--- src/design/synth_cfg_pkg.sv ---
// constants of the synthesiser, calibration and modem configuration registers
//
// Contract
// - ext_loop_filter_sel picks external or internal filter
// - open loop: its 1-to-0 edge samples comparator
// - tuning_alarm_off 1 disables the tuning alarm
// - report tune_high_flag and tune_low_flag, status only
// - lock_pin_source routes signals to charge-pump pin
// - code 1000 drives tx_powered_ind, high when powered
// - coarse precision: lock 127, reset 111
// - fine precision: lock 31, reset 15
// - lock_now_flag and lock_steady_flag read-only status
// - rising calib_go starts calibration; low means inactive
// - calib_both_sets stores to A and B, else freq_set_sel
// - calib_wait_len 1 full wait, 0 half wait
// - wait scales with reference, 14 ms at 2 MHz
// - calib_drive_double doubles calibration current
// - calib_done_flag set on completion, resets to zero
// - crystal_range_sel declares crystal range, reset 00
// - freq_set_sel zero picks set A, one set B
// - tx_powerdown powers down interface and amplifier
package synth_cfg_pkg;
   // ****************************************
   // register offsets
   // ****************************************
   localparam logic [6:0] SYNTH_LOOP_ADDR  = 7'h0C;
   localparam logic [6:0] LOCK_DETECT_ADDR = 7'h0D;
   localparam logic [6:0] CALIB_ADDR       = 7'h0E;
   localparam logic [6:0] MODEM_ADDR       = 7'h11;

   // ****************************************
   // field positions
   // ****************************************
   localparam int EXT_LOOP_FILTER_SEL_BIT = 7;
   localparam int REF_DIV_LSB    = 3;
   localparam int ALARM_OFF_BIT  = 2;
   localparam int TUNE_HIGH_BIT  = 1;
   localparam int TUNE_LOW_BIT   = 0;
   localparam int LOCK_SRC_LSB   = 4;
   localparam int LOCK_PREC_BIT  = 3;
   localparam int LOCK_WIN_BIT   = 2;
   localparam int LOCK_NOW_BIT   = 1;
   localparam int LOCK_STEADY_BIT = 0;
   localparam int CAL_GO_BIT     = 7;
   localparam int CAL_BOTH_BIT   = 6;
   localparam int CAL_WAIT_BIT   = 5;
   localparam int CAL_DRIVE_BIT  = 4;
   localparam int CAL_DONE_BIT   = 3;
   localparam int CAL_SEED_LSB   = 0;
   localparam int RATE_LSB       = 4;
   localparam int FORMAT_LSB     = 2;
   localparam int XTAL_LSB       = 0;

   // ****************************************
   // reset values and writable masks
   // ****************************************
   localparam logic [7:0] SYNTH_LOOP_RST  = 8'h10;
   localparam logic [7:0] LOCK_DETECT_RST = 8'h00;
   localparam logic [7:0] CALIB_RST       = 8'h05;
   localparam logic [7:0] MODEM_RST       = 8'h24;
   localparam logic [7:0] SYNTH_LOOP_WMASK  = 8'hFC;
   localparam logic [7:0] LOCK_DETECT_WMASK = 8'hFC;
   localparam logic [7:0] CALIB_WMASK       = 8'hF7;
   localparam logic [7:0] MODEM_WMASK       = 8'h7F;
   localparam logic [3:0] REF_DIV_MIN       = 4'h2;

   // ****************************************
   // lock detector thresholds
   // ****************************************
   localparam logic [6:0] LOCK_THR_COARSE  = 7'h7F;
   localparam logic [6:0] RESET_THR_COARSE = 7'h6F;
   localparam logic [6:0] LOCK_THR_FINE    = 7'h1F;
   localparam logic [6:0] RESET_THR_FINE   = 7'h0F;

   // ****************************************
   // pin source codes
   // ****************************************
   typedef enum logic [3:0] {
      PIN_NORMAL  = 4'h0,
      PIN_STEADY  = 4'h1,
      PIN_NOW     = 4'h2,
      PIN_HIGH    = 4'h3,
      PIN_LOW     = 4'h4,
      PIN_CALDONE = 4'h5,
      PIN_REF_CLK_DIVISOR  = 4'h7,
      PIN_TXIND   = 4'h8,
      PIN_COMPARE = 4'hF
   } pin_src_t;

   // ****************************************
   // calibration timing, counted in reference ticks
   // ****************************************
   localparam int CAL_WAIT_MS      = 14;
   localparam int CAL_REF_KHZ      = 2000;
   localparam int CAL_WAIT_REF_CYC = CAL_WAIT_MS * CAL_REF_KHZ;

   typedef enum logic [2:0] {
      CAL_IDLE = 3'b001,
      CAL_WAIT = 3'b010,
      CAL_DONE = 3'b100
   } cal_state_t;
endpackage

--- src/design/ref_clk_divider.sv ---
// reference divider producing the reference tick and divided output
`timescale 1ns/1ns
`default_nettype none
module ref_clk_divider (
   input  wire logic       sys_clk,
   input  wire logic       rst_b,
   input  wire logic [3:0] divisor,
   output logic            refTick,
   output logic            refDivOut
);
   logic [3:0] count_ff;
   logic [3:0] effDiv;

   // illegal codes 0 and 1 run as divide by 2 rather than stall
   assign effDiv  = (divisor < synth_cfg_pkg::REF_DIV_MIN) ? synth_cfg_pkg::REF_DIV_MIN
                                                          : divisor;
   assign refTick = (count_ff >= effDiv - 4'h1);

   always_ff @(posedge sys_clk or negedge rst_b) begin
      if (!rst_b) begin
         count_ff <= 4'h0;
      end else if (refTick) begin
         count_ff <= 4'h0;
      end else begin
         count_ff <= count_ff + 4'h1;
      end
   end

   always_ff @(posedge sys_clk or negedge rst_b) begin
      if (!rst_b) begin
         refDivOut <= 1'b0;
      end else if (refTick) begin
         refDivOut <= ~refDivOut;
      end
   end
endmodule // ref_clk_divider
`default_nettype wire

--- src/design/calib_sequencer.sv ---
// self-calibration sequencer timed by reference ticks
`timescale 1ns/1ns
`default_nettype none
module calib_sequencer #(
   parameter int WAIT_REF_CYC = synth_cfg_pkg::CAL_WAIT_REF_CYC
) (
   input  wire logic sys_clk,
   input  wire logic rst_b,
   input  wire logic refTick,
   input  wire logic calibGo,
   input  wire logic waitFull,
   output logic      calibBusy,
   output logic      calibDone,
   output logic      calibFinish
);
   synth_cfg_pkg::cal_state_t state_ff;
   logic        goLast_ff;
   logic [15:0] waitCnt_ff;
   logic [15:0] waitTarget;
   logic        goRise;

   assign waitTarget = waitFull ? 16'(WAIT_REF_CYC) : 16'(WAIT_REF_CYC / 2);
   assign goRise      = calibGo && !goLast_ff;
   assign calibBusy   = (state_ff == synth_cfg_pkg::CAL_WAIT);
   assign calibFinish = calibBusy && calibGo && refTick && (waitCnt_ff >= waitTarget - 16'h1);

   always_ff @(posedge sys_clk or negedge rst_b) begin
      if (!rst_b) begin
         goLast_ff <= 1'b0;
      end else begin
         goLast_ff <= calibGo;
      end
   end

   always_ff @(posedge sys_clk or negedge rst_b) begin
      if (!rst_b) begin
         state_ff   <= synth_cfg_pkg::CAL_IDLE;
         waitCnt_ff <= 16'h0;
      end else begin
         case (state_ff)
            synth_cfg_pkg::CAL_IDLE, synth_cfg_pkg::CAL_DONE: begin
               if (goRise) begin
                  state_ff   <= synth_cfg_pkg::CAL_WAIT;
                  waitCnt_ff <= 16'h0;
               end
            end
            synth_cfg_pkg::CAL_WAIT: begin
               if (!calibGo) begin
                  state_ff <= synth_cfg_pkg::CAL_IDLE;
               end else if (calibFinish) begin
                  state_ff <= synth_cfg_pkg::CAL_DONE;
               end else if (refTick) begin
                  waitCnt_ff <= waitCnt_ff + 16'h1;
               end
            end
            default: state_ff <= synth_cfg_pkg::CAL_IDLE;
         endcase
      end
   end

   assign calibDone = (state_ff == synth_cfg_pkg::CAL_DONE);
endmodule // calib_sequencer
`default_nettype wire

--- src/design/synth_calib_modem_config.sv ---
// synthesiser, lock detector, calibration and modem configuration registers
`timescale 1ns/1ns
`default_nettype none
module synth_calib_modem_config #(
   parameter int CAL_WAIT_REF_CYC = synth_cfg_pkg::CAL_WAIT_REF_CYC
) (
   input  wire logic       sys_clk,
   input  wire logic       rst_b,
   input  wire logic [6:0] cfgAddr,
   input  wire logic [7:0] cfgWrData,
   input  wire logic       cfgWrEn,
   input  wire logic       cfgRdEn,
   output logic      [7:0] cfgRdData,
   input  wire logic       freqSetSel,
   input  wire logic       txPowerdown,
   input  wire logic       openLoopTest,
   input  wire logic       freqCompareOut,
   input  wire logic       tuneHighRaw,
   input  wire logic       tuneLowRaw,
   input  wire logic       phaseCmpValid,
   input  wire logic       phaseCmpGood,
   input  wire logic       chargePumpIn,
   output logic            chargePumpPin,
   output logic            extLoopFilterSel,
   output logic            compareSample,
   output logic            tuningAlarmEn,
   output logic            calibDriveDouble,
   output logic      [2:0] calibSeed,
   output logic            calibBusy,
   output logic            calibStoreA,
   output logic            calibStoreB,
   output logic      [2:0] symbolRateSel,
   output logic      [1:0] lineFormatSel,
   output logic      [1:0] crystalRangeSel,
   output logic            txPoweredInd,
   output logic            refTick
);
   // ****************************************
   // register storage
   // ****************************************
   logic [7:0] synthLoop_ff;
   logic [7:0] lockDetect_ff;
   logic [7:0] calib_ff;
   logic [7:0] modem_ff;
   logic       wrSynth;
   logic       wrLock;
   logic       wrCalib;
   logic       wrModem;

   assign wrSynth = cfgWrEn && (cfgAddr == synth_cfg_pkg::SYNTH_LOOP_ADDR);
   assign wrLock  = cfgWrEn && (cfgAddr == synth_cfg_pkg::LOCK_DETECT_ADDR);
   assign wrCalib = cfgWrEn && (cfgAddr == synth_cfg_pkg::CALIB_ADDR);
   assign wrModem = cfgWrEn && (cfgAddr == synth_cfg_pkg::MODEM_ADDR);

   // status bit positions are masked off, so writes never touch them
   always_ff @(posedge sys_clk or negedge rst_b) begin
      if (!rst_b) begin
         synthLoop_ff <= synth_cfg_pkg::SYNTH_LOOP_RST;
      end else if (wrSynth) begin
         synthLoop_ff <= cfgWrData & synth_cfg_pkg::SYNTH_LOOP_WMASK;
      end
   end

   always_ff @(posedge sys_clk or negedge rst_b) begin
      if (!rst_b) begin
         lockDetect_ff <= synth_cfg_pkg::LOCK_DETECT_RST;
      end else if (wrLock) begin
         lockDetect_ff <= cfgWrData & synth_cfg_pkg::LOCK_DETECT_WMASK;
      end
   end

   always_ff @(posedge sys_clk or negedge rst_b) begin
      if (!rst_b) begin
         calib_ff <= synth_cfg_pkg::CALIB_RST;
      end else if (wrCalib) begin
         calib_ff <= cfgWrData & synth_cfg_pkg::CALIB_WMASK;
      end
   end

   always_ff @(posedge sys_clk or negedge rst_b) begin
      if (!rst_b) begin
         modem_ff <= synth_cfg_pkg::MODEM_RST;
      end else if (wrModem) begin
         modem_ff <= cfgWrData & synth_cfg_pkg::MODEM_WMASK;
      end
   end

   // ****************************************
   // field decode
   // ****************************************
   logic [3:0] refClkDivisor;
   logic [3:0] lockPinSource;
   logic       lockPrecisionSel;
   logic       calibGo;
   logic       calibBothSets;
   logic       calibWaitLen;

   assign extLoopFilterSel = synthLoop_ff[synth_cfg_pkg::EXT_LOOP_FILTER_SEL_BIT];
   assign refClkDivisor    = synthLoop_ff[synth_cfg_pkg::REF_DIV_LSB +: 4];
   assign tuningAlarmEn    = !synthLoop_ff[synth_cfg_pkg::ALARM_OFF_BIT];
   assign lockPinSource    = lockDetect_ff[synth_cfg_pkg::LOCK_SRC_LSB +: 4];
   assign lockPrecisionSel = lockDetect_ff[synth_cfg_pkg::LOCK_PREC_BIT];
   assign calibGo          = calib_ff[synth_cfg_pkg::CAL_GO_BIT];
   assign calibBothSets    = calib_ff[synth_cfg_pkg::CAL_BOTH_BIT];
   assign calibWaitLen     = calib_ff[synth_cfg_pkg::CAL_WAIT_BIT];
   assign calibDriveDouble = calib_ff[synth_cfg_pkg::CAL_DRIVE_BIT];
   assign calibSeed        = calib_ff[synth_cfg_pkg::CAL_SEED_LSB +: 3];
   assign symbolRateSel    = modem_ff[synth_cfg_pkg::RATE_LSB +: 3];
   assign lineFormatSel    = modem_ff[synth_cfg_pkg::FORMAT_LSB +: 2];
   assign crystalRangeSel  = modem_ff[synth_cfg_pkg::XTAL_LSB +: 2];
   assign txPoweredInd     = !txPowerdown;

   // ****************************************
   // open-loop comparator sample
   // ****************************************
   logic extFilterLast_ff;

   always_ff @(posedge sys_clk or negedge rst_b) begin
      if (!rst_b) begin
         extFilterLast_ff <= 1'b0;
      end else begin
         extFilterLast_ff <= extLoopFilterSel;
      end
   end

   always_ff @(posedge sys_clk or negedge rst_b) begin
      if (!rst_b) begin
         compareSample <= 1'b0;
      end else if (openLoopTest && extFilterLast_ff && !extLoopFilterSel) begin
         compareSample <= freqCompareOut;
      end
   end

   // ****************************************
   // tuning alarms and lock detector
   // ****************************************
   logic       tuneHighFlag;
   logic       tuneLowFlag;
   logic [6:0] lockCount_ff;
   logic [6:0] lockThr;
   logic [6:0] resetThr;
   logic       lockNow_ff;
   logic       lockSteady_ff;

   assign tuneHighFlag = tuneHighRaw && tuningAlarmEn;
   assign tuneLowFlag  = tuneLowRaw && tuningAlarmEn;
   assign lockThr  = lockPrecisionSel ? synth_cfg_pkg::LOCK_THR_FINE
                                      : synth_cfg_pkg::LOCK_THR_COARSE;
   assign resetThr = lockPrecisionSel ? synth_cfg_pkg::RESET_THR_FINE
                                      : synth_cfg_pkg::RESET_THR_COARSE;

   // up on a good compare, down on a bad one; the gap gives hysteresis
   always_ff @(posedge sys_clk or negedge rst_b) begin
      if (!rst_b) begin
         lockCount_ff <= 7'h00;
      end else if (phaseCmpValid && phaseCmpGood) begin
         if (lockCount_ff < lockThr) begin
            lockCount_ff <= lockCount_ff + 7'h01;
         end
      end else if (phaseCmpValid && lockCount_ff != 7'h00) begin
         lockCount_ff <= lockCount_ff - 7'h01;
      end
   end

   always_ff @(posedge sys_clk or negedge rst_b) begin
      if (!rst_b) begin
         lockNow_ff <= 1'b0;
      end else if (phaseCmpValid) begin
         lockNow_ff <= phaseCmpGood;
      end
   end

   always_ff @(posedge sys_clk or negedge rst_b) begin
      if (!rst_b) begin
         lockSteady_ff <= 1'b0;
      end else if (lockCount_ff >= lockThr) begin
         lockSteady_ff <= 1'b1;
      end else if (lockCount_ff < resetThr) begin
         lockSteady_ff <= 1'b0;
      end
   end

   // ****************************************
   // reference divider and calibration
   // ****************************************
   logic refDivOut;
   logic calibDone;
   logic calibFinish;

   ref_clk_divider uDiv (
      .sys_clk   (sys_clk),
      .rst_b     (rst_b),
      .divisor   (refClkDivisor),
      .refTick   (refTick),
      .refDivOut (refDivOut)
   );

   calib_sequencer #(.WAIT_REF_CYC(CAL_WAIT_REF_CYC)) uCal (
      .sys_clk     (sys_clk),
      .rst_b       (rst_b),
      .refTick     (refTick),
      .calibGo     (calibGo),
      .waitFull    (calibWaitLen),
      .calibBusy   (calibBusy),
      .calibDone   (calibDone),
      .calibFinish (calibFinish)
   );

   assign calibStoreA = calibFinish && (calibBothSets || !freqSetSel);
   assign calibStoreB = calibFinish && (calibBothSets || freqSetSel);

   // ****************************************
   // charge-pump pin source
   // ****************************************
   always_ff @(posedge sys_clk or negedge rst_b) begin
      if (!rst_b) begin
         chargePumpPin <= 1'b0;
      end else begin
         case (synth_cfg_pkg::pin_src_t'(lockPinSource))
            synth_cfg_pkg::PIN_NORMAL:  chargePumpPin <= chargePumpIn;
            synth_cfg_pkg::PIN_STEADY:  chargePumpPin <= lockSteady_ff;
            synth_cfg_pkg::PIN_NOW:     chargePumpPin <= lockNow_ff;
            synth_cfg_pkg::PIN_HIGH:    chargePumpPin <= tuneHighFlag;
            synth_cfg_pkg::PIN_LOW:     chargePumpPin <= tuneLowFlag;
            synth_cfg_pkg::PIN_CALDONE: chargePumpPin <= calibDone;
            synth_cfg_pkg::PIN_REF_CLK_DIVISOR:  chargePumpPin <= refDivOut;
            synth_cfg_pkg::PIN_TXIND:   chargePumpPin <= txPoweredInd;
            synth_cfg_pkg::PIN_COMPARE: chargePumpPin <= freqCompareOut;
            default:                    chargePumpPin <= 1'b0;
         endcase
      end
   end

   // ****************************************
   // read port, status bits merged live
   // ****************************************
   always_ff @(posedge sys_clk or negedge rst_b) begin
      if (!rst_b) begin
         cfgRdData <= 8'h00;
      end else if (cfgRdEn) begin
         case (cfgAddr)
            synth_cfg_pkg::SYNTH_LOOP_ADDR:
               cfgRdData <= {synthLoop_ff[7:2], tuneHighFlag, tuneLowFlag};
            synth_cfg_pkg::LOCK_DETECT_ADDR:
               cfgRdData <= {lockDetect_ff[7:2], lockNow_ff, lockSteady_ff};
            synth_cfg_pkg::CALIB_ADDR:
               cfgRdData <= {calib_ff[7:4], calibDone, calib_ff[2:0]};
            synth_cfg_pkg::MODEM_ADDR: cfgRdData <= modem_ff;
            default:                   cfgRdData <= 8'h00;
         endcase
      end
   end
endmodule // synth_calib_modem_config
`default_nettype wire

--- config.mk ---
export PLATFORM = sky130hd
export DESIGN_NAME = synth_calib_modem_config
export DESIGN_NICKNAME = d
export VERILOG_FILES = /design/src/design/synth_cfg_pkg.sv /design/src/design/ref_clk_divider.sv /design/src/design/calib_sequencer.sv /design/src/design/synth_calib_modem_config.sv
export SDC_FILE = /design/constraint.sdc
export NUM_CORES = 1
export LEC_CHECK = 0
export BUFFER_PORTS_ARGS = -buffer_cell sky130_fd_sc_hd__buf_2
export CORE_ASPECT_RATIO = 0.75
export CORE_MARGIN = 2
export CORE_UTILIZATION = 43
export CTS_BUF_LIST = sky130_fd_sc_hd__clkbuf_4 sky130_fd_sc_hd__clkbuf_8
export DETAILED_ROUTE_END_ITERATION = 6
export SLEW_MARGIN = 20
export SYNTH_ARGS = -nofsm -noshare
export SYNTH_HDL_FRONTEND = slang
export SYNTH_HIERARCHICAL = 1
export SYNTH_SLANG_ARGS = --single-unit
--- constraint.sdc ---
create_clock -name sys_clk -period 7.5 [get_ports sys_clk]
set_input_delay 1.5 -clock sys_clk [delete_from_list [all_inputs] [get_ports sys_clk]]
set_output_delay 1.5 -clock sys_clk [all_outputs]
set_load 0.05 [all_outputs]
# --- Yosys cells after proc, flatten, opt, wreduce, memory -nomap -nowiden ---
# Index checks and enable logic that the tools add are counted.
word_totals:
  ff_bits: 71
  input_bits: 28
  out_inout_bits: 28
  wordCells: 103
op_classes:
  addsub: 6
  magnitude_cmp: 6
  eq_ne: 21
  muxes: 21
  bitwise_logic: 1
  reduce_logical: 32
ops:
  columns: ["op", "n"]
  rows:
  - ["16-bit 2-to-1 mux", 4]
  - ["7-bit 2-to-1 mux", 5]
  - ["16-bit one-hot mux with 2 select lines", 1]
  - ["8-bit one-hot mux with 4 select lines", 1]
  - ["7-bit by 4-bit == test with 1-bit output (second input constant)", 3]
  - ["16-bit by 1-bit adder with 16-bit output (second input constant)", 1]
  - ["16-bit greater-or-equal comparator", 1]
  - ["1-bit logical AND", 16]
  - ["16-bit by 1-bit subtractor with 16-bit output (second input constant)", 1]
  - ["15-bit 2-to-1 mux", 1]
  - ["7-bit less-than comparator", 2]
  - ["4-bit by 3-bit == test with 1-bit output (second input constant)", 3]
  - ["3-bit 2-to-1 mux", 3]
  - ["1-bit one-hot mux with 9 select lines", 1]
  - ["4-bit by 2-bit == test with 1-bit output (second input constant)", 2]
  - ["4-bit == test (second input constant)", 2]
  - ["4-bit 2-to-1 mux", 2]
  - ["7-bit by 1-bit adder with 7-bit output (second input constant)", 1]
  - ["7-bit by 5-bit == test with 1-bit output (second input constant)", 1]
  - ["7-bit greater-or-equal comparator", 1]
  - ["7-bit nonzero test", 1]
  - ["7-bit by 1-bit subtractor with 7-bit output (second input constant)", 1]
  - ["2-bit by 1-bit != test with 1-bit output (second input constant)", 3]
  - ["3-bit one-hot mux with 2 select lines", 1]
  - ["19 further kinds", 29]

# --- Longest topological paths before layout ---
# Gate-level depths: netlist of the first run.
depth:
  ltp_word: 9
  depth_mapped: 13
  ltp_nobuf: 12

# --- By module ---
# Netlist of the first run, hierarchy kept.
modules_own_cells:
  columns: ["mod", "instances", "cells_per_inst", "area_each_um2", "seq_area_each_um2"]
  rows:
  - ["synth_calib_modem_config", 1, 208, 2496.1, 1157.4]
  - ["calib_sequencer", 1, 152, 1405.1, 501.7]
  - ["ref_clk_divider", 1, 30, 322.8, 125.1]

# --- Worst setup path after synthesis of the first run ---
# OpenSTA, ideal clock, no wires.
synth_path:
  kind: "register to output"
  start: "reg synthLoop_ff[5]"
  end: "out calibStoreA"
  arrival_ps: 4034
  required_ps: 6000
  path_slack_ps: 1966
  stages_incl_launch_ff: 13
  path_buffers: 1
  path_cell_list: "dfrtp_1 > o31ai_1 > ha_1 > xnor2_1 > ha_1 > o21ai_0 > a21oi_2 > and3_1 > o211a_2 > clkbuf_1 > nor2_1 > inv_1 > a21boi_0"
synth_via:
  elab_chain_cells: 7
synth_lines:
  columns: ["element", "line", "text"]
  rows:
  - ["start: declaration", "synth_calib_modem_config.sv:41", "logic [7:0] synthLoop_ff;"]
  - ["start signal: assignment", "synth_calib_modem_config.sv:58", "synthLoop_ff <= synth_cfg_pkg::SYNTH_LOOP_RST;"]
  - ["start signal: assignment", "synth_calib_modem_config.sv:60", "synthLoop_ff <= cfgWrData & synth_cfg_pkg::SYNTH_LOOP_WMASK;"]
  - ["4-bit by 2-bit less-than comparator with 1-bit output", "ref_clk_divider.sv:15", "assign effDiv = (divisor < synth_cfg_pkg::REF_DIV_MIN) ? synth_cfg_pkg::REF_DIV_MIN"]
  - ["4-bit 2-to-1 mux *", "ref_clk_divider.sv:15", null]
  - ["4-bit by 1-bit subtractor with 4-bit output *", "ref_clk_divider.sv:17", "assign refTick = (count_ff >= effDiv - 4'h1);"]
  - ["4-bit greater-or-equal comparator *", "ref_clk_divider.sv:17", null]
  - ["net refTick", "synth_calib_modem_config.sv:36", "output logic refTick"]
  - ["1-bit logical AND * (2 in a row)", "calib_sequencer.sv:25", "assign calibFinish = calibBusy && calibGo && refTick && (waitCnt_ff >= waitTarget - 16'h1);"]
  - ["net calibFinish", "synth_calib_modem_config.sv:188", "logic calibFinish;"]
  - ["1-bit logical AND *", "synth_calib_modem_config.sv:209", "assign calibStoreA = calibFinish && (calibBothSets || !freqSetSel);"]
  - ["end: declaration", "synth_calib_modem_config.sv:30", "output logic calibStoreA,"]
# The timed path passes the listed nets; every way through them passes the cells marked *.

# --- Final worst setup path of the first run ---
layout_path:
  start: "reg synthLoop_ff[5]"
  end: "out calibStoreA"
layout_via:
  elab_chain_cells: 7
layout_lines:
  columns: ["element", "line"]
  rows:
  - ["4-bit by 2-bit less-than comparator with 1-bit output", "ref_clk_divider.sv:15"]
  - ["4-bit 2-to-1 mux *", "ref_clk_divider.sv:15"]
  - ["4-bit by 1-bit subtractor with 4-bit output *", "ref_clk_divider.sv:17"]
  - ["4-bit greater-or-equal comparator *", "ref_clk_divider.sv:17"]
  - ["1-bit logical AND * (2 in a row)", "calib_sequencer.sv:25"]
  - ["net calibFinish", "synth_calib_modem_config.sv:188"]
  - ["1-bit logical AND *", "synth_calib_modem_config.sv:209"]
# Marked as above.

==> summary.md, run 1 <==
| Metric | Value |
|---|---|
| Filler Cell Count | `around 910` |
| Clock-pin transition on the worst setup and hold timing paths | `approximately 0.080 ns` |
| Type of the worst setup path | `reg -> out` |
| Setup Total Neg Slack | `0 ns` |
| Detailed Place HPWL | `about 7.1 mm` |
| Register bit count reported by yosys | `slightly above 70` |
| Number of distinct library cells after synthesis | `~70` |
| Largest net degree at the start of global routing | `approximately 70` |
| Max Fclk | `191 MHz` |
| Count of flip-flops with a built-in enable after synthesis | `0` |
| Global-route total usage across every layer | `about a fifth` |
| Total setup violations reported at the end of the flow | `0` |
| Cell type contributing the most total cell area after synthesis | `sky130_fd_sc_hd__dfrtp_1` |
| Top_reg_cell synth | `sky130_fd_sc_hd__dfrtp_1` |
| Number of global-route vias before repair | `3081` |
| Synth area leaders | `sky130_fd_sc_hd__dfrtp_1 (39%), sky130_fd_sc_hd__ha_1 (7.1%), sky130_fd_sc_hd__mux2_2 (5.6%)` |
| Count of maximum capacitance violations | `0` |
| Starting DRC count in detailed routing | `between 150 and 200` |
| H-tree depth | `3` |
| Clk Latency, worst-skew pair | `approximately 0.34 ns` |
| Die Ht | `~90 um` |
| Count of pins on the block boundary | `between 50 and 60` |
| Number of sinks driven by the clock tree | `71` |
| Routed wire length per instance | `between 15 and 20 um` |
| Starting density of the core | `between 40% and 50%` |
| Total number of vias | `~3200` |
| Transition time of the tightest slew-check pin | `roughly 0.9 ns` |
| Die area | `~11000 sq um` |
| Hold wc startpoint | `synthLoop_ff[7]` |
| Core box area | `slightly below 10000 sq um` |
| Largest stage delay on the critical path | `roughly 0.47 ns` |
| Design Area, Final | `around 4800 sq um` |
| Cell chosen for the clock root | `sky130_fd_sc_hd__clkbuf_8` |
| Wire length of the first global-routing pass | `approximately 16 mm` |
| Post-route ant nets | `0` |
| DRT Pass-1 Iters | `5` |
| Pins Over Slew Limit | `0` |
| Area Overhead vs Synth | `13.7%` |
| Max FO, Critical Path | `24` |
| Static leakage | `2.24 nW` |
| Cell with the most instances on the worst path | `sky130_fd_sc_hd__ha_1` |
| Power density cells | `between 200 and 250 nW/um^2` |
| TritonCTS clock tree | `done` |
| Max rail drop VDD | `0.149 mV` |
| Critical Path Source Type | `flop` |
| Required arrival time at the worst endpoint | `approximately 6 ns` |
| Outcome | `finished, final reports clean` |
| Share of the synthesized area in the top cell type | `about two fifths` |
| Worst EP arrival | `3.74 ns` |
| DRC violations left | `0` |
| Weighted congestion at the end of routability-driven global placement | `0.862` |
| Max Root-Sink Buffers | `2` |
| Worst relative slew slack | `39.7%` |
| Hold WC Path Type | `reg -> reg` |
| Tmin final | `roughly 5.2 ns` |
| Final number of hold-violating endpoints | `0` |
| Synthesized area per cell | `10.8 sq um` |
| Routed Wire Length | `9.56 mm` |
| Count of inserted antenna diode cells | `0` |
| Die width | `118 um` |
| Number of nets produced by synthesis | `between 400 and 500` |
| Vias per std cell | `between 5 and 6` |
| Setup Skew | `around 0.017 ns` |
| Ys Warns | `6` |
| Number of cells produced by synthesis | `390` |
| Critical-path cell list | `o31ai_1 > ha_1 > xnor2_1 > ha_1 > o21ai_0 > a21oi_2 > and3_1 > o211a_2 > nor2_1 > inv_1 > a21boi_0 > buf_2` |
| Post-cts gate resize count | `0` |
| TritonCTS buffer count | `9` |
| Post-Syn Area | `approximately 4200 sq um` |
| Total of buffers placed on input and output ports | `55` |
| Type of destination of the critical path | `output port` |
| Sequential element share of the synthesized area | `approximately 42%` |
| Startpoint of the most critical register-to-register path | `synthLoop_ff[5]` |
| Critical path origin | `synthLoop_ff[5]` |
| GR Overflow Total | `0` |
| Quantity of hold-fixing buffers added after cts | `0` |
| Post-synthesis async set-or-reset flop share | `between 90% and 100%` |
| Number of antenna violations at the first check in global routing | `0` |
| Fin crit share | `~70%` |
| RSZ-0062 raised after global routing | `false` |
| Post-CTS setup buffers | `0` |
| Share of post-route cells with drive strength above 1 | `around 29%` |
| Placed Instance Area | `approximately 4600 sq um` |
| Slowest-stage cell, CP | `sky130_fd_sc_hd__o211a_2` |
| Nets@finish | `496` |
| Count of standard-cell rows | `31` |
==> power by group <==
| group | leakage [nW] | switching [mW] | internal, mW |
|---|---|---|---|
| logic | 1.20 | 0.206 | 0.154 |
| clock network | 0.110 | 0.146 | 0.190 |
| registers | 0.934 | 0.0554 | 0.434 |
==> per-layer routing <==
metal  routed length, um  GRT usage (%)  up-vias
met5                   0              0        -
met4                  59           4.46        0
met3                 311           3.30        5
met2                4140           26.5       55
met1                5050           30.1     1582
li1                    -              -     1591
==> layout by cell type, fill, tap and decap left out, types with 3 or more instances in the layout <==
cell | Yosys | routed
sky130_fd_sc_hd__a22o_1 | 5 | 5
sky130_fd_sc_hd__nor2b_1 | 3 | 3
sky130_fd_sc_hd__a221oi_1 | 3 | 3
sky130_fd_sc_hd__nand4_1 | 10 | 10
sky130_fd_sc_hd__a222oi_1 | 4 | 4
sky130_fd_sc_hd__nor3_1 | 9 | 9
sky130_fd_sc_hd__clkbuf_8 | 0 | 9
sky130_fd_sc_hd__mux2_4 | 10 | 10
sky130_fd_sc_hd__dfrtp_1 | 65 | 65
sky130_fd_sc_hd__mux2i_1 | 5 | 5
sky130_fd_sc_hd__ha_1 | 24 | 24
sky130_fd_sc_hd__xnor2_1 | 8 | 8
sky130_fd_sc_hd__inv_1 | 22 | 22
sky130_fd_sc_hd__buf_2 | 4 | 55
sky130_fd_sc_hd__a21oi_1 | 19 | 19
sky130_fd_sc_hd__nor4_1 | 3 | 3
sky130_fd_sc_hd__and4_1 | 3 | 3
sky130_fd_sc_hd__dfstp_2 | 6 | 6
sky130_fd_sc_hd__o31ai_1 | 11 | 11
sky130_fd_sc_hd__or4_1 | 9 | 9
sky130_fd_sc_hd__a221o_1 | 3 | 3
sky130_fd_sc_hd__nand3_1 | 8 | 8
sky130_fd_sc_hd__a211oi_1 | 4 | 4
sky130_fd_sc_hd__nand2_1 | 18 | 18
sky130_fd_sc_hd__xor2_1 | 3 | 3
sky130_fd_sc_hd__nor2_1 | 18 | 18
sky130_fd_sc_hd__and3_1 | 6 | 6
sky130_fd_sc_hd__o21ai_0 | 14 | 14
sky130_fd_sc_hd__o22ai_1 | 7 | 7
sky130_fd_sc_hd__nand2b_1 | 6 | 6
sky130_fd_sc_hd__mux2_2 | 21 | 21
==> flip-flops by register name (all words and copies together), names as in the netlist, 3 cells and up <==
| register | flops |
|---|---|
| cfgRdData | 8 |
| modem_ff | 7 |
| synthLoop_ff | 6 |
| uDiv/count_ff | 4 |
| lockCount_ff | 7 |
| lockDetect_ff | 6 |
| calib_ff | 7 |
| uCal/waitCnt_ff | 16 |
| uCal/state_ff | 3 |
==> worst paths after layout <==
path                                       endpoint  slack (ns)  cells after the start
worst max-delay path                    calibStoreA        2.26                     12
worst min-delay path               extFilterLast_ff        0.47                      0
worst max register to register  uCal/waitCnt_ff[13]        4.01                     11
worst min register to register     extFilterLast_ff        0.47                      0
max in group asynchronous       uCal/waitCnt_ff[13]        5.53                      2
min in group asynchronous        uCal/waitCnt_ff[0]        1.35                      2
==> metrics by stage <==
| stage | hold slack [ns] | util [%] | power [mW] | std cells | setup slack, ns |
|---|---|---|---|---|---|
| final | 0.474 | 49.9 | 1.19 | 580 | 2.26 |
| after global routing | 0.502 | 49.9 | 1.26 | 580 | 2.02 |
| after CTS | 0.487 | 49.9 | 1.20 | 580 | 2.29 |
| after detailed placement | 0.486 | 47.7 | 0.859 | 564 | 2.66 |
| after global placement | 0.471 | 47.7 | 0.845 | 564 | 2.83 |
| after floorplan | 0.436 | - | 0.767 | 390 | 1.97 |
==> cells by family after synthesis <==
group | Yosys count | share of synthesized area [%]
simple gates | 113 | 15.7
compound gates | 96 | 17.0
flops | 71 | 42.2
mux | 37 | 10.9
buf+inv | 36 | 4.03
fa+ha+maj | 26 | 7.82
xor+xnor | 11 | 2.28
==> cell usage after synthesis (3+ instances only) <==
cell / count
sky130_fd_sc_hd__a211oi_1: 4
sky130_fd_sc_hd__a21oi_1: 19
sky130_fd_sc_hd__a221o_1: 3
sky130_fd_sc_hd__a221oi_1: 3
sky130_fd_sc_hd__a222oi_1: 4
sky130_fd_sc_hd__a22o_1: 5
sky130_fd_sc_hd__and3_1: 6
sky130_fd_sc_hd__and4_1: 3
sky130_fd_sc_hd__buf_2: 4
sky130_fd_sc_hd__buf_4: 6
sky130_fd_sc_hd__clkbuf_1: 3
sky130_fd_sc_hd__dfrtp_1: 65
sky130_fd_sc_hd__dfstp_2: 6
sky130_fd_sc_hd__ha_1: 24
sky130_fd_sc_hd__inv_1: 22
sky130_fd_sc_hd__mux2_2: 21
sky130_fd_sc_hd__mux2_4: 10
sky130_fd_sc_hd__mux2i_1: 5
sky130_fd_sc_hd__nand2_1: 18
sky130_fd_sc_hd__nand2b_1: 6
sky130_fd_sc_hd__nand3_1: 8
sky130_fd_sc_hd__nand4_1: 10
sky130_fd_sc_hd__nor2_1: 18
sky130_fd_sc_hd__nor2b_1: 3
sky130_fd_sc_hd__nor3_1: 9
sky130_fd_sc_hd__nor4_1: 3
sky130_fd_sc_hd__o21ai_0: 14
sky130_fd_sc_hd__o22ai_1: 7
sky130_fd_sc_hd__o31ai_1: 11
sky130_fd_sc_hd__or4_1: 9
sky130_fd_sc_hd__xnor2_1: 8
sky130_fd_sc_hd__xor2_1: 3
==> cell type report <==
| class | count | area, sq um | area share, % |
|---|---|---|---|
| Clock buffer | 10 | 131 | 2.74 |
| Clock inverter | 6 | 86.3 | 1.80 |
| Inverter | 22 | 82.6 | 1.72 |
| Multi-Input combinational cell | 283 | 2270 | 47.3 |
| Sequential cell | 71 | 1780 | 37.2 |
| Tap cell | 132 | 165 | 3.44 |
| Timing Repair Buffer | 56 | 283 | 5.89 |
==> worst max-delay path: cells and delay by family (launching register included) <==
kind                     cells  cell delay (ns)
adder cells (fa/ha/maj)      2             0.47
buffers and inverters        2             0.40
AND/OR/NAND/NOR              2             0.46
XOR/XNOR                     1             0.14
AO/OA/AOI/OAI                5             1.52
flip-flops                   1             0.43
(Power assumes the default switching activity.)
==> inputs of run 2 (changes only) <==
==> constraint.sdc (replaced) <==
create_clock -name sys_clk -period 4.22 [get_ports sys_clk]
set_input_delay 0.844 -clock sys_clk [delete_from_list [all_inputs] [get_ports sys_clk]]
set_output_delay 0.844 -clock sys_clk [all_outputs]
set_load 0.05 [all_outputs]
==> run 2 against run 1 <==
Global-route usage grew 0.50 points. Critical path depth is the same. Clock skew shrank 0.0026 ns. Die area is the same. Register-to-register slack lost 3.2 ns. Cell area grew 0.73%. Highest routed layer unchanged.
==> summary.md, run 2 (synthesis gave the netlist of run 1 again) <==
| Metric | Value |
|---|---|
| Setup Total Neg Slack | `0 ns` |
| Total setup violations reported at the end of the flow | `0` |
| Share of post-route cells with drive strength above 1 | `about 30%` |
| Max reg flops | `16` |
| Max Root-Sink Buffers | `2` |
| Global-route total usage across every layer | `between 10% and 20%` |
| TritonCTS clock tree | `done` |
| Power density cells | `around 440 nW/um^2` |
| Hold WC Path Type | `reg -> reg` |
| Most common cell after layout, fill and taps aside | `sky130_fd_sc_hd__dfrtp_1` |
| Transition time of the tightest slew-check pin | `around 0.71 ns` |
| Detailed Place HPWL | `~7.4 mm` |
| Pins Over Slew Limit | `0` |
| Die Ht | `89.8 um` |
| Core box area | `9620 sq um` |
| Post-route ant nets | `0` |
| Outcome | `finished, final reports clean` |
| Max FO, Critical Path | `5` |
| Largest registers in the final layout | `uCal/waitCnt_ff x16, cfgRdData x8` |
| H-tree depth | `3` |
| Die area | `between 10000 and 15000 sq um` |
| Die width | `between 100 and 150 um` |
| Vias per std cell | `between 5 and 6` |
| Total of buffers placed on input and output ports | `55` |
| Type of the worst setup path | `reg -> out` |
| Reg with most FFs | `uCal/waitCnt_ff` |
| Max Fclk | `251 MHz` |
| Number of antenna violations at the first check in global routing | `0` |
| DP Worst Slack | `0.307 ns` |
| Largest net degree at the start of global routing | `32` |
| Setup Skew | `~0.014 ns` |
| Worst setup margin | `0.244 ns` |
| Critical Path Source Type | `flop` |
| Cell chosen for the clock root | `sky130_fd_sc_hd__clkbuf_8` |
| Area Overhead vs Synth | `14.5%` |
| Type of destination of the critical path | `output port` |
| Clock-pin transition on the worst setup and hold timing paths | `approximately 0.09 ns` |
| Tmin final | `around 4.0 ns` |
| Final number of hold-violating endpoints | `0` |
| Number of global-route vias before repair | `approximately 3300` |
| Worst EP arrival | `~3.1 ns` |
| DRC violations left | `0` |
| Multi-input logic area | `about 2300 sq um` |
| Weighted congestion at the end of routability-driven global placement | `slightly above 0.8` |
| Static leakage | `between 2 and 2.5 nW` |
| Total number of vias | `3295` |
| Quantity of hold-fixing buffers added after cts | `0` |
| Wire length of the first global-routing pass | `between 15 and 20 mm` |
| RSZ-0062 raised after global routing | `false` |
| DRT Pass-1 Iters | `5` |
| Commonest cells after routing, fill and taps aside | `sky130_fd_sc_hd__dfrtp_1 (65), sky130_fd_sc_hd__buf_2 (55), sky130_fd_sc_hd__ha_1 (24), sky130_fd_sc_hd__inv_1 (22), sky130_fd_sc_hd__mux2_2 (21)` |
| Starting DRC count in detailed routing | `about 190` |
| Count of pins on the block boundary | `56` |
| Routed wire length per instance | `16.8 um` |
| GR Overflow Total | `0` |
| Count of inserted antenna diode cells | `0` |
| Worst relative slew slack | `52.7%` |
| Routed Wire Length | `about 10 mm` |
| Count of standard-cell rows | `31` |
| Power Total | `around 2.1 mW` |
| Storage element area | `approximately 1800 sq um` |
| Finished Core Util | `50.3%` |
| Starting density of the core | `approximately 44%` |
| Count of maximum capacitance violations | `0` |
| Clk Latency, worst-skew pair | `~0.35 ns` |
| Nets@finish | `~500` |
| Fin crit share | `between 90% and 100%` |
| TritonCTS buffer count | `9` |
| Required arrival time at the worst endpoint | `between 3 and 4 ns` |
| Filler Cell Count | `900` |
| Max rail drop VDD | `approximately 0.25 mV` |
| Number of sinks driven by the clock tree | `71` |
[run 2: changes by cell type in the layout (fill, tap and decap cells not counted), sizes merged]
cell,previous run,this run
buf,56,59
bufinv,2,1
clkbuf,10,12
clkinv,3,1
inv,22,23
[run 2: path summary, 6_finish.rpt]
kind / from / endpoint / slack [ns] / depth (start not counted)
min in group asynchronous: rst_b / uCal/waitCnt_ff[5] / 0.54 / 1
worst min-delay path: uDiv/refDivOut / uDiv/refDivOut / 0.48 / 1
max in group asynchronous: rst_b / modem_ff[2] / 2.85 / 2
worst max register to register: synthLoop_ff[6] / uCal/waitCnt_ff[13] / 0.79 / 12
worst min register to register: uDiv/refDivOut / uDiv/refDivOut / 0.48 / 1
worst max-delay path: synthLoop_ff[6] / calibStoreA / 0.24 / 12
[run 2: final cells by class]
type | instances | area share [%]
multi-input cells | 283 | 47.2
clock inverters | 4 | 1.06
inverters | 22 | 1.71
clock buffers | 12 | 3.41
flip-flops and latches | 71 | 36.9
well taps | 132 | 3.41
repair buffers | 59 | 6.31
[run 2: worst max-delay path, stage by stage (launching register included)]
cell	delay [ns]
sky130_fd_sc_hd__dfrtp_1	0.45
sky130_fd_sc_hd__o31ai_2	0.32
sky130_fd_sc_hd__ha_1	0.21
sky130_fd_sc_hd__xnor2_1	0.12
sky130_fd_sc_hd__ha_1	0.22
sky130_fd_sc_hd__o21ai_0	0.16
sky130_fd_sc_hd__a21oi_2	0.21
sky130_fd_sc_hd__nand4_1	0.27
sky130_fd_sc_hd__nor2_2	0.24
sky130_fd_sc_hd__nor2_2	0.10
sky130_fd_sc_hd__inv_1	0.07
sky130_fd_sc_hd__a21boi_2	0.14
sky130_fd_sc_hd__buf_2	0.27
[run 2: stage by stage]
step	std cells	hold WS [ns]	instance area [sq um]
final	583	0.478	4840
after global routing	583	0.495	4840
after CTS	583	0.482	4830
after detailed placement	566	0.465	4600
after global placement	566	0.453	4600
after floorplan	390	0.436	4230
[run 2: what timing repair did]
action / 4_1_cts / 5_1_grt
cloned: 0 / 0
hold endpoints to repair: 0 / 0
endpoints found under the setup margin: 2 / 2
pin swaps: 1 / 0
setup buffers: 1 / 0
resized for setup: 0 / 3
[run 2: power breakdown]
part / switching (mW) / internal (mW)
clock: 0.263 / 0.323
sequential: 0.0984 / 0.771
combinational: 0.368 / 0.286
total: 0.729 / 1.38
[run 2: per-layer routing]
metal	up-vias	routed length (um)	GRT usage, %
met5	-	0	0
met4	0	108	5.36
met3	9	386	3.62
met2	53	4410	30.4
met1	1641	4890	27.7
li1	1592	-	-
==> inputs of run 3 (changes only) <==
--- a/config.mk
+++ b/config.mk
@@ -14,5 +14,4 @@
 export SLEW_MARGIN = 20
 export SYNTH_ARGS = -nofsm -noshare
 export SYNTH_HDL_FRONTEND = slang
-export SYNTH_HIERARCHICAL = 1
 export SYNTH_SLANG_ARGS = --single-unit
==> run 3 against run 2 <==
Sequential power decreased by 0.7%. Non-clock buffer count down 2. Worst setup slack lost 0.0077 ns. Die area decreased by 2.2%. Clock skew fell by 0.0012 ns. Flip-flop and latch count unchanged. Maximum frequency shrank 0.19%. Clock-buffer cell count is 3 lower. Highest routed layer unchanged.
==> summary.md, run 3 <==
| Metric | Value |
|---|---|
| Cell internal power dissipation | `approximately 1.4 mW` |
| Clock-pin transition on the worst setup and hold timing paths | `~0.08 ns` |
| Count of standard-cell rows | `30` |
| Hold WC Path Type | `in -> async` |
| Largest registers in the final layout | `uCal.waitCnt_ff x16, cfgRdData x8` |
| Max Fclk | `approximately 250 MHz` |
| Post-Syn Area | `between 4000 and 5000 sq um` |
| Clk pwr share | `between 30% and 40%` |
| Detailed Place HPWL | `7.26 mm` |
| TritonCTS clock tree | `done` |
| Total of buffers placed on input and output ports | `55` |
| Count of inserted antenna diode cells | `0` |
| Core box area | `9200 sq um` |
| Filler Cell Count | `roughly 840` |
| Number of antenna violations at the first check in global routing | `0` |
| Share of the synthesized area in the top cell type | `between 30% and 40%` |
| Max rail drop VDD | `0.283 mV` |
| Total number of vias | `roughly 3300` |
| Weighted congestion at the end of routability-driven global placement | `0.836` |
| Most common library cells after synthesis | `sky130_fd_sc_hd__dfrtp_1 (65), sky130_fd_sc_hd__mux2_2 (31), sky130_fd_sc_hd__ha_1 (23), sky130_fd_sc_hd__nand2_1 (23), sky130_fd_sc_hd__inv_1 (22)` |
| Sequential share of power | `~41%` |
| Number of sinks driven by the clock tree | `71` |
| Number of global-route vias before repair | `~3100` |
| Clk Latency, worst-skew pair | `0.35 ns` |
| Max Root-Sink Buffers | `2` |
| Post-synthesis async set-or-reset flop share | `100%` |
| Setup Skew | `0.0130 ns` |
| R2r worst-path depth | `9` |
| Post-route ant nets | `0` |
| Count of pins on the block boundary | `56` |
| TritonCTS buffer count | `9` |
| Type of the worst setup path | `reg -> out` |
| Starting DRC count in detailed routing | `approximately 230` |
| Starting density of the core | `around 45%` |
| Wire length of the first global-routing pass | `16.0 mm` |
| Number of nets produced by synthesis | `~440` |
| Power density cells | `around 450 nW/um^2` |
| Number of cells produced by synthesis | `385` |
| Largest stage delay on the critical path | `approximately 0.60 ns` |
| Vias per std cell | `about 5.8` |
| Top delay family on crit path | `compound AO/OA/AOI/OAI gates` |
| Fin crit share | `between 90% and 100%` |
| Sequential element share of the synthesized area | `a little over two fifths` |
| Outcome | `finished, final reports clean` |
| Net Switching | `slightly above 0.7 mW` |
| Most common cell after layout, fill and taps aside | `sky130_fd_sc_hd__dfrtp_1` |
| RSZ-0062 raised after global routing | `false` |
| Setup Total Neg Slack | `0 ns` |
| Combinational power share | `around 28%` |
| Pins Over Slew Limit | `0` |
| Routed Wire Length | `around 10 mm` |
| Commonest cells after routing, fill and taps aside | `sky130_fd_sc_hd__dfrtp_1 (65), sky130_fd_sc_hd__buf_2 (55), sky130_fd_sc_hd__mux2_2 (31), sky130_fd_sc_hd__nand2_1 (23), sky130_fd_sc_hd__ha_1 (23)` |
| Static leakage | `2.17 nW` |
| Reg with most FFs | `uCal.waitCnt_ff` |
| Number of distinct library cells after synthesis | `65` |
| Ys Warns | `0` |
| Global-route total usage across every layer | `between 20% and 30%` |
| Register bit count reported by yosys | `a little over 70` |
| DRT Pass-1 Iters | `5` |
| Die Ht | `88.9 um` |
| Number of buffer and inverter instances along the worst setup path | `2` |
| Nets@finish | `493` |
| Worst EP arrival | `3.14 ns` |
| Critical-path cell list | `inv_1 > ha_1 > nand2_1 > or2_2 > a2111o_1 > a21oi_2 > a21boi_0 > buf_2` |
| Startpoint of the most critical register-to-register path | `synthLoop_ff[5]` |
| Count of flip-flops with a built-in enable after synthesis | `0` |
| Die width | `between 100 and 150 um` |
| Total setup violations reported at the end of the flow | `0` |
| Post-cts gate resize count | `0` |
| Die area | `between 10000 and 15000 sq um` |
| Max FO, Critical Path | `12` |
| Critical Path Source Type | `flop` |
| Share of post-route cells with drive strength above 1 | `between 20 and 30%` |
| Area Overhead vs Synth | `15.5%` |
| R2r setup slk | `between 1 and 1.5 ns` |
| Transition time of the tightest slew-check pin | `about 0.79 ns` |
| Cell type contributing the most total cell area after synthesis | `sky130_fd_sc_hd__dfrtp_1` |
| Switching portion of total power | `between 30% and 40%` |
| End of the worst register-to-register path | `uCal.waitCnt_ff[14]` |
| Post-Route Hold Slack | `about 0.43 ns` |
| H-tree depth | `3` |
| Tmin final | `around 4 ns` |
| Cell chosen for the clock root | `sky130_fd_sc_hd__clkbuf_8` |
| Max reg flops | `16` |
| Post-CTS setup buffers | `0` |
| Largest net degree at the start of global routing | `54` |
| Most common cell in the netlist | `sky130_fd_sc_hd__dfrtp_1` |
| Routed wire length per instance | `about 17 um` |
| Cell depth of the worst setup path | `8` |
| GR Overflow Total | `0` |
| Type of destination of the critical path | `output port` |
| Quantity of hold-fixing buffers added after cts | `0` |
| Top_reg_cell synth | `sky130_fd_sc_hd__dfrtp_1` |
| Synth area leaders | `sky130_fd_sc_hd__dfrtp_1 (39%), sky130_fd_sc_hd__mux2_2 (8.5%), sky130_fd_sc_hd__ha_1 (7.0%)` |
| Required arrival time at the worst endpoint | `~3.4 ns` |
| Count of maximum capacitance violations | `0` |
| Final number of hold-violating endpoints | `0` |
| Synthesized area per cell | `~11 sq um` |
| Slowest-stage cell, CP | `sky130_fd_sc_hd__a2111o_1` |
| DRC violations left | `0` |
| Worst relative slew slack | `a little under half` |
## run 3: cell count changes in the layout (fill, tap and decap cells not counted), moves of 7 or more
cell and delta:
sky130_fd_sc_hd__mux2_4 -10, sky130_fd_sc_hd__mux2_2 +10, sky130_fd_sc_hd__a41oi_1 +9, sky130_fd_sc_hd__or4_1 -7, sky130_fd_sc_hd__a21boi_0 +7, sky130_fd_sc_hd__o31ai_1 -7
## run 3: logic make-up (layout without fill, tap and decap cells)
kind of cell / count (synthesis) / after routing / share of synthesized area (%)
adders and majority gates: 24 / 24 / 7.46
xor gates and xnor gates: 9 / 9 / 1.91
and+or+nand+nor: 112 / 112 / 15.8
DFF: 71 / 71 / 43.2
AOI/OAI and AO/OA: 99 / 99 / 18.3
muxes: 36 / 36 / 9.97
buffers and inverters: 34 / 95 / 3.36
## run 3: worst max path at each step
stage,from,end
final,calib_ff[5],calibStoreA
after CTS,calib_ff[5],calibStoreA
after global placement,calib_ff[5],calibStoreA
after floorplan,synthLoop_ff[5],calibStoreA
after detailed placement,calib_ff[5],calibStoreA
after global routing,calib_ff[5],calibStoreA
## run 3: power by group through the flow
stage,clock network (mW),registers (mW),logic [mW]
2_1_floorplan,0,0.894,0.435
3_3_place_gp,0,0.876,0.586
3_5_place_dp,0,0.878,0.599
4_1_cts,0.684,0.865,0.603
5_1_grt,0.712,0.882,0.676
6_report,0.666,0.864,0.599
## run 3: cell type report
cell class                      count  area [sq um]  area share, %
Inverter                           22          82.6           1.73
Clock inverter                      7           118           2.47
Sequential cell                    71          1780           37.4
Tap cell                          128           160           3.36
Timing Repair Buffer               57           290           6.09
Clock buffer                        9           124           2.60
Multi-Input combinational cell    280          2210           46.3
## run 3: worst register-to-register path: stages (launching register included)
cell and delay [ns]:
sky130_fd_sc_hd__dfrtp_1 0.44, sky130_fd_sc_hd__o31ai_1 0.35, sky130_fd_sc_hd__ha_1 0.23, sky130_fd_sc_hd__xnor2_1 0.07, sky130_fd_sc_hd__ha_1 0.27, sky130_fd_sc_hd__nor3_1 0.04, sky130_fd_sc_hd__nor2_1 0.16, sky130_fd_sc_hd__nand3_1 0.33
sky130_fd_sc_hd__o31ai_4 0.58, sky130_fd_sc_hd__a31oi_1 0.18
## run 3: layer usage
| metal | track usage [%] | vias up | wire length (um) |
|---|---|---|---|
| met5 | 0 | - | 0 |
| met4 | 6.52 | 0 | 140 |
| met3 | 4.32 | 12 | 625 |
| met2 | 29.6 | 109 | 4250 |
| met1 | 29.6 | 1620 | 4970 |
| li1 | - | 1575 | - |
## run 3: stage by stage
stage | instance area [sq um] | power, mW | setup slack (ns) | std cells | util, %
6_report | 4770 | 2.13 | 0.236 | 574 | 51.8
5_1_grt | 4770 | 2.27 | 0.0687 | 574 | 51.8
4_1_cts | 4760 | 2.15 | 0.130 | 574 | 51.8
3_5_place_dp | 4520 | 1.48 | 0.546 | 558 | 49.2
3_3_place_gp | 4520 | 1.46 | 0.681 | 558 | 49.2
2_1_floorplan | 4130 | 1.33 | 0.281 | 385 | -
